File: src/qdrs_pkg.sv
// Package with register map, field layouts and carrier types of the queued DMA read block.
package qdrs_pkg;

  // Register byte offsets on the AXI4-Lite bus.
  localparam logic [7:0] OFF_ERR_FEAT = 8'h00;  // Read error_flags, write length.
  localparam logic [7:0] OFF_SECCNT   = 8'h04;
  localparam logic [7:0] OFF_SECNUM   = 8'h08;
  localparam logic [7:0] OFF_CYLLO    = 8'h0c;
  localparam logic [7:0] OFF_CYLHI    = 8'h10;
  localparam logic [7:0] OFF_DEVHEAD  = 8'h14;
  localparam logic [7:0] OFF_STAT_CMD = 8'h18;  // Read status_flags, write command.
  localparam logic [7:0] OFF_CTRL     = 8'h1c;
  localparam logic [7:0] OFF_TAGMAP   = 8'h20;

  // Command code of the queued DMA read.
  localparam logic [7:0] CMD_READ_DMA_QUEUED = 8'hc7;

  // Sector count field layout.
  localparam int SC_TAG_LSB = 3;
  localparam int SC_REL_BIT = 2;
  localparam int SC_IO_BIT  = 1;
  localparam int SC_CD_BIT  = 0;

  // Device/head field layout.
  localparam int DH_LBA_BIT = 6;
  localparam int DH_DEV_BIT = 4;

  // Control register bit positions.
  localparam int CTRL_QUEUING     = 0;
  localparam int CTRL_OVERLAP_INT = 1;
  localparam int CTRL_SUPPORTED   = 2;
  localparam int CTRL_GEOM_BAD    = 3;
  localparam int CTRL_RANGE_ABORT = 4;

  // Reset values.
  localparam logic [7:0] RST_CTRL   = 8'h07;
  localparam logic [7:0] RST_STATUS = 8'h40;

  // AXI responses.
  localparam logic [1:0] RESP_OKAY   = 2'h0;
  localparam logic [1:0] RESP_SLVERR = 2'h2;

  // Error register image, bit 7 down to bit 0.
  typedef struct packed {
    logic interface_crc_error;
    logic uncorrectable_data;
    logic media_changed;
    logic address_not_found;
    logic media_change_request;
    logic command_aborted;
    logic no_media;
    logic obsolete;
  } qdrs_err_t;

  // Events from the media engine, all one-cycle pulses except the levels noted.
  typedef struct packed {
    logic       release_bus;   // Engine releases the bus before data.
    logic       complete;      // All data moved without error.
    logic       fail;          // Unrecoverable error, command ends.
    logic       other_ready;   // Level: another queued command awaits service.
    logic       prepared;      // Level: released command is ready for service.
    logic [4:0] tag;           // Tag of the command the event concerns.
  } qdrs_evt_t;

  // Cause of a failure, valid with the fail pulse.
  typedef struct packed {
    logic        ultra_dma;
    logic        crc_error;
    logic        udma_error;
    logic        uncorrectable;
    logic        not_found;
    logic        out_of_range;
    logic        fault;
    logic        unable;
    logic [27:0] fail_addr;
  } qdrs_cause_t;

  // Command handed to the media engine.
  typedef struct packed {
    logic        lba_mode;
    logic [27:0] start_addr;
    logic [8:0]  sectors;
    logic [4:0]  tag;
  } qdrs_cmd_t;

  localparam logic [8:0] FULL_LENGTH = 9'h100;

endpackage

File: src/qdrs_top.sv
// Task-file command interpreter for the queued DMA read, with an AXI4-Lite register slave.
//
// Behaviour
// - Command code C7h starts a queued DMA read; unsupported, it aborts.
// - Length comes from the length register; 00h means 256 sectors.
// - With queuing, the tag is sector count bits 7 to 3.
// - Cylinder high is cylinder bits 15:8 or linear bits 23:16.
// - Device/head bit 6 picks linear mode; bits 3:0 are head or bits 27:24.
// - On release: released flag one, direction and command-phase flags zero.
// - On release the tag field shows the released tag, or zeros without queuing.
// - On release: busy, fault, data request, error clear; ready set.
// - Release service flag: another command ready or this one prepared.
// - Error-free completion writes 00h to the error register.
// - Completion shows the tag, released flag zero, direction and phase one.
// - Successful completion clears busy, fault, data request, error; sets ready.
// - At completion or error, service flag shows another command ready.
// - Abort when overlap interrupt disabled or queued tag invalid.
// - Unrecoverable error ends command, loads failing address, aborts queue.
// - Interface CRC bit set on a CRC error during Ultra DMA only.
// - Uncorrectable bit on bad data; no-media bit when media absent.
// - Media-changed bit reported, then internal change state cleared.
// - Address-not-found on missing address, bad geometry, or range without abort.
// - Media-change-request set on detection; cleared only by a media access.
// - Abort bit for unsupported command, Ultra DMA errors, range without not-found.
// - Error end: busy and request clear, ready set, fault, error summary.
// - Device select bit keeps showing the selected device.
//
// Local design decisions: the address map and register access over AXI4-Lite.
module qdrs_top (
  input  wire logic                 i_clk_sys,
  input  wire logic                 i_resetn,
  // AXI4-Lite slave.
  input  wire logic [7:0]           i_s_awaddr,
  input  wire logic                 i_s_awvalid,
  output logic                      o_s_awready,
  input  wire logic [31:0]          i_s_wdata,
  input  wire logic [3:0]           i_s_wstrb,
  input  wire logic                 i_s_wvalid,
  output logic                      o_s_wready,
  output logic [1:0]                o_s_bresp,
  output logic                      o_s_bvalid,
  input  wire logic                 i_s_bready,
  input  wire logic [7:0]           i_s_araddr,
  input  wire logic                 i_s_arvalid,
  output logic                      o_s_arready,
  output logic [31:0]               o_s_rdata,
  output logic [1:0]                o_s_rresp,
  output logic                      o_s_rvalid,
  input  wire logic                 i_s_rready,
  // Media engine side.
  input  wire qdrs_pkg::qdrs_evt_t   i_evt,
  input  wire qdrs_pkg::qdrs_cause_t i_cause,
  input  wire logic                 i_media_change_seen,
  input  wire logic                 i_media_change_req,
  input  wire logic                 i_no_media,
  output qdrs_pkg::qdrs_cmd_t        o_cmd,
  output logic                      o_cmd_start,
  output logic                      o_queue_abort,
  output logic                      o_busy
);

  typedef enum logic [1:0] {
    ST_IDLE,
    ST_BUSY
  } qdrs_state_t;

  // Packs the status byte; bits 2 and 1 are unused and read zero.
  function automatic logic [7:0] status_byte(input logic device_busy_flag, input logic device_ready_flag,
                                             input logic df, input logic service_pending,
                                             input logic data_request_flag, input logic err);
    status_byte = {device_busy_flag, device_ready_flag, df, service_pending, data_request_flag, 2'h0, err};
  endfunction

  // Packs the sector count image from a tag and the three phase flags.
  function automatic logic [7:0] seccnt_byte(input logic [4:0] tag, input logic bus_released_flag,
                                             input logic io, input logic cd);
    seccnt_byte = {tag, bus_released_flag, io, cd};
  endfunction

  qdrs_state_t        state;
  logic [7:0]         length_reg;
  logic [7:0]         sector_count_tag;
  logic [7:0]         sector_number_lba_low;
  logic [7:0]         cylinder_low_lba_mid;
  logic [7:0]         cylinder_high_lba_high;
  logic [7:0]         device_head_select;
  qdrs_pkg::qdrs_err_t error_flags;
  logic [7:0]         status_flags;
  logic [7:0]         ctrl;
  logic [31:0]        tag_map;
  logic               media_change_state;
  logic               media_change_pending;
  logic [7:0]         aw_addr;
  logic [31:0]        w_data;
  logic [3:0]         w_strb;
  logic               wr_fire;
  logic               wr_lane;
  logic               wr_busy_ok;
  logic               cmd_write;
  logic               cmd_valid;
  logic               cmd_abort;
  logic [4:0]         host_tag;
  logic [4:0]         report_tag;
  logic               queuing;
  logic               addr_range_abort;
  logic               fail_abort;
  logic               fail_address_not_found;
  qdrs_pkg::qdrs_err_t next_err;

  assign queuing  = ctrl[qdrs_pkg::CTRL_QUEUING];
  assign host_tag = sector_count_tag[7:qdrs_pkg::SC_TAG_LSB];
  // Without queuing the tag field is reported as zeros.
  assign report_tag = queuing ? i_evt.tag : 5'h00;

  // A write is performed once both address and data are held and no answer is pending.
  assign wr_fire = ~o_s_awready & ~o_s_wready & ~o_s_bvalid;
  assign wr_lane = wr_fire & w_strb[0];
  // Task-file writes while busy are dropped so the image stays coherent.
  assign wr_busy_ok = wr_lane & (state == ST_IDLE);
  assign cmd_write  = wr_busy_ok & (aw_addr == qdrs_pkg::OFF_STAT_CMD);

  // Command acceptance checks in one place.
  always_comb begin
    cmd_valid = 1'b0;
    cmd_abort = 1'b0;
    if (cmd_write) begin
      if ((w_data[7:0] != qdrs_pkg::CMD_READ_DMA_QUEUED) ||
          !ctrl[qdrs_pkg::CTRL_SUPPORTED]) begin
        cmd_abort = 1'b1;
      end else if (!ctrl[qdrs_pkg::CTRL_OVERLAP_INT]) begin
        cmd_abort = 1'b1;
      end else if (queuing && tag_map[host_tag]) begin
        cmd_abort = 1'b1;
      end else begin
        cmd_valid = 1'b1;
      end
    end
  end

  // Out-of-range requests report either abort or not-found, never neither.
  assign addr_range_abort = i_cause.out_of_range & ctrl[qdrs_pkg::CTRL_RANGE_ABORT];
  assign fail_abort = (i_cause.ultra_dma & (i_cause.udma_error | i_cause.crc_error)) |
                      i_cause.unable | addr_range_abort;
  assign fail_address_not_found  = i_cause.not_found |
                      (ctrl[qdrs_pkg::CTRL_GEOM_BAD] &
                       ~device_head_select[qdrs_pkg::DH_LBA_BIT]) |
                      (i_cause.out_of_range & ~addr_range_abort);

  // Error image for a failure termination.
  always_comb begin
    next_err = '0;
    next_err.interface_crc_error  = i_cause.ultra_dma & i_cause.crc_error;
    next_err.uncorrectable_data   = i_cause.uncorrectable;
    next_err.media_changed        = media_change_state | i_media_change_seen;
    next_err.address_not_found    = fail_address_not_found;
    next_err.media_change_request = media_change_pending | i_media_change_req;
    next_err.command_aborted      = fail_abort;
    next_err.no_media             = i_no_media;
  end

  // AXI write address and data channels, taken in either order.
  always_ff @(posedge i_clk_sys or negedge i_resetn) begin
    if (!i_resetn) begin
      o_s_awready <= 1'b1;
      o_s_wready  <= 1'b1;
      aw_addr     <= 8'h00;
      w_data      <= 32'h0000_0000;
      w_strb      <= 4'h0;
    end else begin
      if (o_s_awready && i_s_awvalid) begin
        o_s_awready <= 1'b0;
        aw_addr     <= i_s_awaddr;
      end
      if (o_s_wready && i_s_wvalid) begin
        o_s_wready <= 1'b0;
        w_data     <= i_s_wdata;
        w_strb     <= i_s_wstrb;
      end
      if (o_s_bvalid && i_s_bready) begin
        o_s_awready <= 1'b1;
        o_s_wready  <= 1'b1;
      end
    end
  end

  // Write response; unmapped offsets answer with a slave error.
  always_ff @(posedge i_clk_sys or negedge i_resetn) begin
    if (!i_resetn) begin
      o_s_bvalid <= 1'b0;
      o_s_bresp  <= qdrs_pkg::RESP_OKAY;
    end else if (wr_fire) begin
      o_s_bvalid <= 1'b1;
      o_s_bresp  <= (aw_addr > qdrs_pkg::OFF_TAGMAP || aw_addr[1:0] != 2'h0) ?
                    qdrs_pkg::RESP_SLVERR : qdrs_pkg::RESP_OKAY;
    end else if (o_s_bvalid && i_s_bready) begin
      o_s_bvalid <= 1'b0;
    end
  end

  // Read channel; data is sampled at the address handshake.
  always_ff @(posedge i_clk_sys or negedge i_resetn) begin
    if (!i_resetn) begin
      o_s_arready <= 1'b1;
      o_s_rvalid  <= 1'b0;
      o_s_rdata   <= 32'h0000_0000;
      o_s_rresp   <= qdrs_pkg::RESP_OKAY;
    end else if (o_s_arready && i_s_arvalid) begin
      o_s_arready <= 1'b0;
      o_s_rvalid  <= 1'b1;
      o_s_rresp   <= qdrs_pkg::RESP_OKAY;
      case (i_s_araddr)
        qdrs_pkg::OFF_ERR_FEAT: o_s_rdata <= {24'h00_0000, error_flags};
        qdrs_pkg::OFF_SECCNT:   o_s_rdata <= {24'h00_0000, sector_count_tag};
        qdrs_pkg::OFF_SECNUM:   o_s_rdata <= {24'h00_0000, sector_number_lba_low};
        qdrs_pkg::OFF_CYLLO:    o_s_rdata <= {24'h00_0000, cylinder_low_lba_mid};
        qdrs_pkg::OFF_CYLHI:    o_s_rdata <= {24'h00_0000, cylinder_high_lba_high};
        qdrs_pkg::OFF_DEVHEAD:  o_s_rdata <= {24'h00_0000, device_head_select};
        qdrs_pkg::OFF_STAT_CMD: o_s_rdata <= {24'h00_0000, status_flags};
        qdrs_pkg::OFF_CTRL:     o_s_rdata <= {24'h00_0000, ctrl};
        qdrs_pkg::OFF_TAGMAP:   o_s_rdata <= tag_map;
        default: begin
          o_s_rdata <= 32'h0000_0000;
          o_s_rresp <= qdrs_pkg::RESP_SLVERR;
        end
      endcase
    end else if (o_s_rvalid && i_s_rready) begin
      o_s_rvalid  <= 1'b0;
      o_s_arready <= 1'b1;
    end
  end

  // Control register; writable at any time, even while busy; it steers acceptance, tag reporting and failure error bits.
  always_ff @(posedge i_clk_sys or negedge i_resetn) begin
    if (!i_resetn) begin
      ctrl <= qdrs_pkg::RST_CTRL;
    end else if (wr_lane && aw_addr == qdrs_pkg::OFF_CTRL) begin
      ctrl <= {3'h0, w_data[4:0]};
    end
  end

  // Length register, written through the error offset.
  always_ff @(posedge i_clk_sys or negedge i_resetn) begin
    if (!i_resetn) begin
      length_reg <= 8'h00;
    end else if (wr_busy_ok && aw_addr == qdrs_pkg::OFF_ERR_FEAT) begin
      length_reg <= w_data[7:0];
    end
  end

  // Command sequencer: idle accepts, busy waits for release, completion or failure.
  always_ff @(posedge i_clk_sys or negedge i_resetn) begin
    if (!i_resetn) begin
      state <= ST_IDLE;
    end else begin
      case (state)
        ST_IDLE: state <= cmd_valid ? ST_BUSY : ST_IDLE;
        ST_BUSY: state <= (i_evt.fail || i_evt.complete || i_evt.release_bus) ? ST_IDLE : ST_BUSY;
        default: state <= ST_IDLE;
      endcase
    end
  end

  // Outstanding tags; a tag in use makes a new command with it invalid.
  always_ff @(posedge i_clk_sys or negedge i_resetn) begin
    if (!i_resetn) begin
      tag_map <= 32'h0000_0000;
    end else if (i_evt.fail) begin
      tag_map <= 32'h0000_0000;
    end else begin
      if (i_evt.complete) begin
        tag_map[i_evt.tag] <= 1'b0;
      end
      // A new tag is entered after the clear so both in one cycle stay correct.
      if (cmd_valid && queuing) begin
        tag_map[host_tag] <= 1'b1;
      end
    end
  end

  // Media change state: a new detection in the reporting cycle wins over the clear.
  always_ff @(posedge i_clk_sys or negedge i_resetn) begin
    if (!i_resetn) begin
      media_change_state <= 1'b0;
    end else if (i_media_change_seen) begin
      media_change_state <= 1'b1;
    end else if (i_evt.fail) begin
      media_change_state <= 1'b0;
    end
  end

  // Change request stays until a media access command is accepted.
  always_ff @(posedge i_clk_sys or negedge i_resetn) begin
    if (!i_resetn) begin
      media_change_pending <= 1'b0;
    end else if (i_media_change_req) begin
      media_change_pending <= 1'b1;
    end else if (cmd_valid) begin
      media_change_pending <= 1'b0;
    end
  end

  // Task-file image. Host writes land only while idle; the engine images overwrite them.
  always_ff @(posedge i_clk_sys or negedge i_resetn) begin
    if (!i_resetn) begin
      sector_count_tag       <= 8'h00;
      sector_number_lba_low  <= 8'h00;
      cylinder_low_lba_mid   <= 8'h00;
      cylinder_high_lba_high <= 8'h00;
      device_head_select     <= 8'h00;
      error_flags            <= '0;
    end else if (i_evt.fail) begin
      error_flags            <= next_err;
      sector_count_tag       <= seccnt_byte(report_tag, 1'b0, 1'b1, 1'b1);
      sector_number_lba_low  <= i_cause.fail_addr[7:0];
      cylinder_low_lba_mid   <= i_cause.fail_addr[15:8];
      cylinder_high_lba_high <= i_cause.fail_addr[23:16];
      // Select and mode bits stay as the host wrote them.
      device_head_select     <= {device_head_select[7:4], i_cause.fail_addr[27:24]};
    end else if (i_evt.complete) begin
      error_flags      <= '0;
      sector_count_tag <= seccnt_byte(report_tag, 1'b0, 1'b1, 1'b1);
    end else if (i_evt.release_bus && state == ST_BUSY) begin
      sector_count_tag <= seccnt_byte(report_tag, 1'b1, 1'b0, 1'b0);
    end else if (cmd_abort) begin
      error_flags                 <= '0;
      error_flags.command_aborted <= 1'b1;
      sector_count_tag            <= seccnt_byte(queuing ? host_tag : 5'h00,
                                                 1'b0, 1'b1, 1'b1);
    end else if (wr_busy_ok) begin
      case (aw_addr)
        qdrs_pkg::OFF_SECCNT:  sector_count_tag       <= w_data[7:0];
        qdrs_pkg::OFF_SECNUM:  sector_number_lba_low  <= w_data[7:0];
        qdrs_pkg::OFF_CYLLO:   cylinder_low_lba_mid   <= w_data[7:0];
        qdrs_pkg::OFF_CYLHI:   cylinder_high_lba_high <= w_data[7:0];
        qdrs_pkg::OFF_DEVHEAD: device_head_select     <= w_data[7:0];
        default:               sector_count_tag       <= sector_count_tag;
      endcase
    end
  end

  // Status image; between events only the service bit of a released command can rise until the next command.
  always_ff @(posedge i_clk_sys or negedge i_resetn) begin
    if (!i_resetn) begin
      status_flags <= qdrs_pkg::RST_STATUS;
    end else if (i_evt.fail) begin
      status_flags <= status_byte(1'b0, 1'b1, i_cause.fault, i_evt.other_ready, 1'b0,
                                  |next_err);
    end else if (i_evt.complete) begin
      status_flags <= status_byte(1'b0, 1'b1, 1'b0, i_evt.other_ready, 1'b0, 1'b0);
    end else if (i_evt.release_bus && state == ST_BUSY) begin
      status_flags <= status_byte(1'b0, 1'b1, 1'b0, i_evt.other_ready | i_evt.prepared,
                                  1'b0, 1'b0);
    end else if (cmd_abort) begin
      status_flags <= status_byte(1'b0, 1'b1, 1'b0, i_evt.other_ready, 1'b0, 1'b1);
    end else if (cmd_valid) begin
      status_flags <= status_byte(1'b1, 1'b1, 1'b0, 1'b0, 1'b0, 1'b0);
    end else if (state == ST_IDLE && sector_count_tag[qdrs_pkg::SC_REL_BIT] &&
                 (i_evt.other_ready || i_evt.prepared)) begin
      // Released command turning ready raises service; a command write must not be lost.
      status_flags[4] <= 1'b1;
    end
  end

  // Command issue to the engine, decoding the start address and length.
  always_ff @(posedge i_clk_sys or negedge i_resetn) begin
    if (!i_resetn) begin
      o_cmd       <= '0;
      o_cmd_start <= 1'b0;
    end else begin
      o_cmd_start <= cmd_valid;
      if (cmd_valid) begin
        o_cmd.lba_mode   <= device_head_select[qdrs_pkg::DH_LBA_BIT];
        o_cmd.start_addr <= {device_head_select[3:0], cylinder_high_lba_high,
                             cylinder_low_lba_mid, sector_number_lba_low};
        o_cmd.sectors    <= (length_reg == 8'h00) ? qdrs_pkg::FULL_LENGTH :
                            {1'b0, length_reg};
        o_cmd.tag        <= queuing ? host_tag : 5'h00;
      end
    end
  end

  // Queue abort pulse and busy level for the engine.
  always_ff @(posedge i_clk_sys or negedge i_resetn) begin
    if (!i_resetn) begin
      o_queue_abort <= 1'b0;
      o_busy        <= 1'b0;
    end else begin
      o_queue_abort <= i_evt.fail & queuing & (|tag_map);
      o_busy        <= (state == ST_IDLE) ? cmd_valid :
                       ~(i_evt.fail | i_evt.complete | i_evt.release_bus);
    end
  end

endmodule // qdrs_top

File: config.mk
export PLATFORM = sky130hd
export DESIGN_NAME = qdrs_top
export DESIGN_NICKNAME = d
export VERILOG_FILES = /design/src/qdrs_pkg.sv /design/src/qdrs_top.sv
export SDC_FILE = /design/constraint.sdc
export NUM_CORES = 1
export LEC_CHECK = 0
export BUFFER_PORTS_ARGS = -buffer_cell sky130_fd_sc_hd__buf_2
export CORE_UTILIZATION = 50
export DETAILED_ROUTE_END_ITERATION = 12
export PLACE_DENSITY_LB_ADDON = 0.08
export SLEW_MARGIN = 15
export SYNTH_ARGS = -nofsm -noshare
export SYNTH_HDL_FRONTEND = slang
export SYNTH_SLANG_ARGS = --single-unit
File: constraint.sdc
create_clock -name i_clk_sys -period 5.33 [get_ports i_clk_sys]
set_input_delay 0.2665 -clock i_clk_sys [delete_from_list [all_inputs] [get_ports i_clk_sys]]
set_output_delay 0.2665 -clock i_clk_sys [all_outputs]
set_load 0.03 [all_outputs]
==> After elaboration in Yosys (flattened, before gate mapping) <==
Index checks and enable logic that the tools add are counted.
{ "totals": {"word_cells": 236, "ff_bits": 209} }
{ "classes": {"n_eq_ne": 21, "bitwise": 35, "n_mux": 84, "reduce_logical": 51, "magnitude_cmp": 5} }
{ "ops": {"columns": ["operator", "count"], "rows": [
  ["32-bit one-hot mux with 9 select lines", 1],
  ["8-bit two-way mux", 32],
  ["32-bit two-way mux", 4],
  ["8-bit by 5-bit == test with 1-bit output, second input constant", 8],
  ["32-bit bitwise AND", 1],
  ["8-bit by 4-bit == test with 1-bit output, second input constant", 4],
  ["32-bit NOT", 1],
  ["32-bit OR", 1],
  ["32-bit OR reduction", 1],
  ["1-bit two-way mux", 30],
  ["4-bit two-way mux", 7],
  ["8-bit zero test", 3],
  ["2-bit nonzero test", 12],
  ["5-bit AND reduction", 4],
  ["8-bit by 3-bit == test with 1-bit output, second input constant", 2],
  ["5-bit nonzero test", 3],
  ["1-bit logical AND", 14],
  ["1-bit bitwise AND", 12],
  ["5-bit by 6-bit less-than comparator with 1-bit output, second input constant", 2],
  ["1-bit demux with 5-bit select", 2],
  ["5-bit by 1-bit >= comparator with 1-bit output, second input constant", 2],
  ["5-bit two-way mux", 2],
  ["1-bit NOT", 10],
  ["1-bit OR", 10],
  ["other kinds (20)", 28]
]} }

==> Depth between registers and ports, before layout <==
{ "logic_depth": {"word_depth": 12, "ltp_mapped": 8, "depth_no_buf": 6} }

==> Worst setup path before layout <==
OpenSTA, ideal clock, no wires.
{ "synth_timing": {"path_kind": "reg-to-reg", "from": "register sector_count_tag[4]", "to": "register o_cmd[10] (netlist name)", "period_less_slack_ps": 2618, "t_required_ps": 5205, "setup_ps": 125, "path_stages_with_launch": 9, "arrival_ps": 2494, "setup_slack_ps": 2712, "path_cell_list": "dfrtp_1 -> buf_2 -> mux2i_1 -> o221ai_1 -> a222oi_1 -> a31oi_1 -> nor3_2 -> buf_2 -> mux2_2"} }
{ "synth_via": {"elab_chain_cells": 7} }
{ "synth_rtl": {"columns": ["item", "line_no", "rtl"], "rows": [
  ["start, declared", "qdrs_top.sv:82", "logic [7:0] sector_count_tag;"],
  ["start signal, assigned", "qdrs_top.sv:313", "sector_count_tag <= seccnt_byte(report_tag, 1'b0, 1'b1, 1'b1);"],
  ["start signal, assigned", "qdrs_top.sv:321", "sector_count_tag <= seccnt_byte(report_tag, 1'b0, 1'b1, 1'b1);"],
  ["start signal, assigned", "qdrs_top.sv:323", "sector_count_tag <= seccnt_byte(report_tag, 1'b1, 1'b0, 1'b0);"],
  ["1-bit binary-select mux with 5-bit select", "qdrs_top.sv:132", "end else if (queuing && tag_map[host_tag]) begin"],
  ["1-bit two-way mux (implied by the code)", "qdrs_top.sv:132", null],
  ["1-bit logical AND", "qdrs_top.sv:132", null],
  ["1-bit two-way mux", "qdrs_top.sv:132", null],
  ["1-bit two-way mux", "qdrs_top.sv:130", "end else if (!ctrl[qdrs_pkg::CTRL_OVERLAP_INT]) begin"],
  ["1-bit two-way mux", "qdrs_top.sv:127", "if ((w_data[7:0] != qdrs_pkg::CMD_READ_DMA_QUEUED) ||"],
  ["1-bit two-way mux", "qdrs_top.sv:126", "if (cmd_write) begin"],
  ["end, declared", "qdrs_top.sv:56", "output qdrs_pkg::qdrs_cmd_t o_cmd,"]
]} }
No other way between the ends. The select of a mux whose other input is x is not followed.
A chain may end at the register's enable or synchronous reset.

==> Final worst setup path <==
{ "layout_timing": {"from": "register sector_count_tag[4]", "to": "register o_cmd[19] (netlist name)"} }
Same word-level chain as after synthesis.

==> summary.txt <==
STATUS
--------------------------------------------------------------------------------------------------
Run status .......................................................................... complete, but fails checks
Failing checks ...................................................................... design-rule violations

PLACE
--------------------------------------------------------------------------------------------------
Final GP Congestion .................................................................        0.940
HPWL after detailed placement .......................................................     18300 um
Port bufs ...........................................................................          165

TIMING
--------------------------------------------------------------------------------------------------
Relative slew margins ...............................................................        0.292
Slew Limit Fails ....................................................................            0
Pin slew with the least headroom to its limit .......................................      1.06 ns
Period utilization ..................................................................        0.700
Crit path time final ................................................................      3.73 ns
Clock Skews .........................................................................    0.0134 ns
Final setup violation count .........................................................            0
Setup TNS ...........................................................................         0 ns
Setup repair after global routing missed its margin .................................           no
Final hold violations ...............................................................            0
Max Fclk ............................................................................      268 MHz

ROUTE
--------------------------------------------------------------------------------------------------
DRC viols ...........................................................................           16
First-pass iteration count of the detailed router ...................................           10
Via density per instance ............................................................         6.10
Routed wire length ..................................................................     25600 um
Post-DR wirelength/cell .............................................................      20.6 um
Via count ...........................................................................         7597
Initial drt markers .................................................................          890
Post-route ant nets .................................................................            0

SYNTHESIS
--------------------------------------------------------------------------------------------------
Async set or reset register ratio after synthesis ...................................         1.00
Synthesis-stage register bit count ..................................................          200
Sequential-to-total area share from yosys stat ......................................        0.539
Number of distinct library cells after synthesis ....................................           59
Mapped cell area ....................................................................     9300 um2
Average size of a mapped cell .......................................................     11.0 um2
Top FF cell, synth ..................................................................      dfrtp_1
Syn Inst Count ......................................................................          844
Number of flops mapped to enable cells by yosys .....................................            0
Number of warnings printed during yosys synthesis ...................................            0

DIE
--------------------------------------------------------------------------------------------------
Core box area .......................................................................    18100 um2
Placement Rows ......................................................................           49
Height of the die ...................................................................       138 um
Die boundary width ..................................................................       138 um
Starting density of the core ........................................................        0.514
Top-level port count ................................................................          195
Die outline area ....................................................................    19100 um2

CRITICAL PATH
--------------------------------------------------------------------------------------------------
Nature of the critical path endpoint ................................................    flip-flop
Terminus of the critical flop-to-flop path ..........................................    o_cmd[19]
Crit path max fanout ................................................................           22
Worst Reg-to-Reg Cells ..............................................................            7
CP arrival ..........................................................................      4.05 ns
End point of the critical path ......................................................    o_cmd[19]
Worst setup path class .............................................................. flip-flop to flip-flop
Worst EP required ...................................................................      5.65 ns
Worst setup path start .............................................................. sector_count_tag[4]
Setup slack of the most critical reg-to-reg path ....................................      1.60 ns
Nature of the critical path startpoint ..............................................    flip-flop
Reg-to-reg critical path startpoint ................................................. sector_count_tag[4]

PWR
--------------------------------------------------------------------------------------------------
Sw Ratio ............................................................................        0.318
Relative contribution of combinational cells to total power .........................        0.134
Total power after layout ............................................................      3670 uW
Switching power .....................................................................      1170 uW
Sequential group share of total power ...............................................        0.529
Static Leakage ......................................................................   0.00513 uW
Power density cells .................................................................   335 nW/um2
Peak supply drop ....................................................................       233 uV
Power share of the clock group ......................................................        0.337
Internal ............................................................................      2500 uW

FINISH
--------------------------------------------------------------------------------------------------
Layout cell share with drive strength beyond 1 ......................................        0.293
Most common cell after layout, fill and taps aside ..................................      dfrtp_1
Largest register by flop count ......................................................        o_cmd
Area growth syn-to-layout ...........................................................        17.7%
Commonest non-fill, non-tap cells in the layout ..................................... 194 x dfrtp_1, 164 x buf_2, 91 x nand2_1
Filler Cells Inserted ...............................................................         1566
Final layout net count ..............................................................         1110
Registers with the most flip-flops .................................................. o_cmd x43, o_s_rdata x32, tag_map x32
Max reg flops .......................................................................           43

CLOCK TREE
--------------------------------------------------------------------------------------------------
Clock tree from TritonCTS ...........................................................          yes
CTS H-tree lvls .....................................................................            4
Maximum root-to-sink buffer count ...................................................            2
TritonCTS Buffers ...................................................................           17
Library cell used as clock root buffer ..............................................    clkbuf_16
Clock transition time at the flip-flop clock pins of the worst setup and hold paths .      0.08 ns
Clock tree sinks ....................................................................          200
Worst-Skew Late Latency .............................................................      0.44 ns
Post-cts gate resize count ..........................................................            0
Number of hold buffers added after CTS ..............................................            4
Post-CTS setup repair buffer count ..................................................            0

GLOBAL ROUTING
--------------------------------------------------------------------------------------------------
Wire length of the first global-routing pass ........................................     40900 um
Pin count of the biggest net entering global routing ................................           89
GRT Residual Overflow ...............................................................            0
Vias in the first global route ......................................................         7315
Gr usage total ......................................................................        0.275
Antenna violations before repair ....................................................            1

HOLD PATH
--------------------------------------------------------------------------------------------------
Worst min path class ................................................................ input pin to flip-flop

JOB
--------------------------------------------------------------------------------------------------
Number of violations of the max-capacitance limit ...................................            0

worst max-delay path, stage by stage (launching register included):
cell	delay [ns]
dfrtp_1	1.04
mux2_2	0.43
a32o_1	0.24
a222oi_1	0.50
a31oi_1	0.42
nor3_4	0.28
buf_4	0.31
mux2_2	0.37
cell families (layout without fill, tap and decap cells):
| logic type | after synthesis | count (layout) | synth area share |
|---|---|---|---|
| mux | 122 | 122 | 0.141 |
| simple gates | 240 | 240 | 0.132 |
| compound gates | 218 | 218 | 0.160 |
| flops | 200 | 200 | 0.539 |
| buf+inv | 63 | 233 | 0.0276 |
| other cells | 1 | 3 | 0.000403 |
Yosys cell counts, drive strengths merged (3+ instances only):
cell type	number	area, um2
nor2	26	97.6
a31oi	10	62.6
and2	4	25.0
mux2i	48	480
buf	12	65.1
nor3b	6	55.1
mux2	74	833
dfstp	6	158
nand3	33	165
or4	4	30.0
inv	17	63.8
nor4	20	131
a22o	31	272
nand2	91	342
or3	3	18.8
o211ai	16	120
o21ai	86	430
dfrtp	194	4850
clkbuf	32	120
nor2b	3	18.8
nand4	9	56.3
a221oi	3	26.3
nor3	14	75.1
a21o	12	90.1
nand3b	6	45.0
a21boi	5	37.5
o2bb2ai	6	52.6
a32o	7	70.1
a222oi	10	100
a22oi	4	30.0
nand2b	5	31.3
nor4b	3	26.3
a21oi	11	55.1
area by class of cell:
class                      count  area, um2  area share
antenna                        1       2.50    0.000229
clock inverter                13        109     0.00995
inverter                      19       71.3     0.00652
tap                          229        287      0.0262
multi-input combinational    582       4050       0.370
clock buffer                  19        443      0.0405
timing repair buffer         182        972      0.0888
sequential                   200       5010       0.458
metal layers:
metal | part of all wire | GRT usage
met4 | 0.023 | 0.0887
met3 | 0.064 | 0.0506
met2 | 0.46 | 0.424
met1 | 0.45 | 0.395
met5 | 0 | 0
metrics by stage:
step,std cells,setup WS [ns],cell area (um2),utilization,hold slack [ns]
4_1_cts,1244,1.66,10900,0.605,0.0194
2_1_floorplan,845,2.71,9300,-,-0.0291
5_1_grt,1245,1.38,10900,0.605,0.0390
6_report,1245,1.60,10900,0.605,0.0263
3_3_place_gp,1208,1.70,10300,0.572,0.364
3_5_place_dp,1208,1.65,10300,0.572,0.372
worst min path at each step:
stage                startpoint                         to  slack [ns]  cells after the start
global route        i_cause[20]  cylinder_high_lba_high[4]        0.04                      3
global placement       i_resetn              o_s_rdata[25]        0.36                      1
CTS                 i_cause[20]  cylinder_high_lba_high[4]        0.02                      3
floorplan              i_resetn                 aw_addr[0]       -0.03                      0
detailed placement     i_resetn              o_s_rdata[23]        0.37                      1
finish              i_cause[20]  cylinder_high_lba_high[4]        0.03                      3
power groups by stage:
| stage | clock network, uW | registers [uW] | logic, uW |
|---|---|---|---|
| after floorplan | 0 | 1820 | 373 |
| after global routing | 1320 | 1960 | 543 |
| after CTS | 1260 | 1930 | 494 |
| final | 1240 | 1940 | 492 |
| after global placement | 0 | 1960 | 481 |
| after detailed placement | 0 | 1970 | 489 |
No activity file was read; power rests on OpenSTA's default activity.
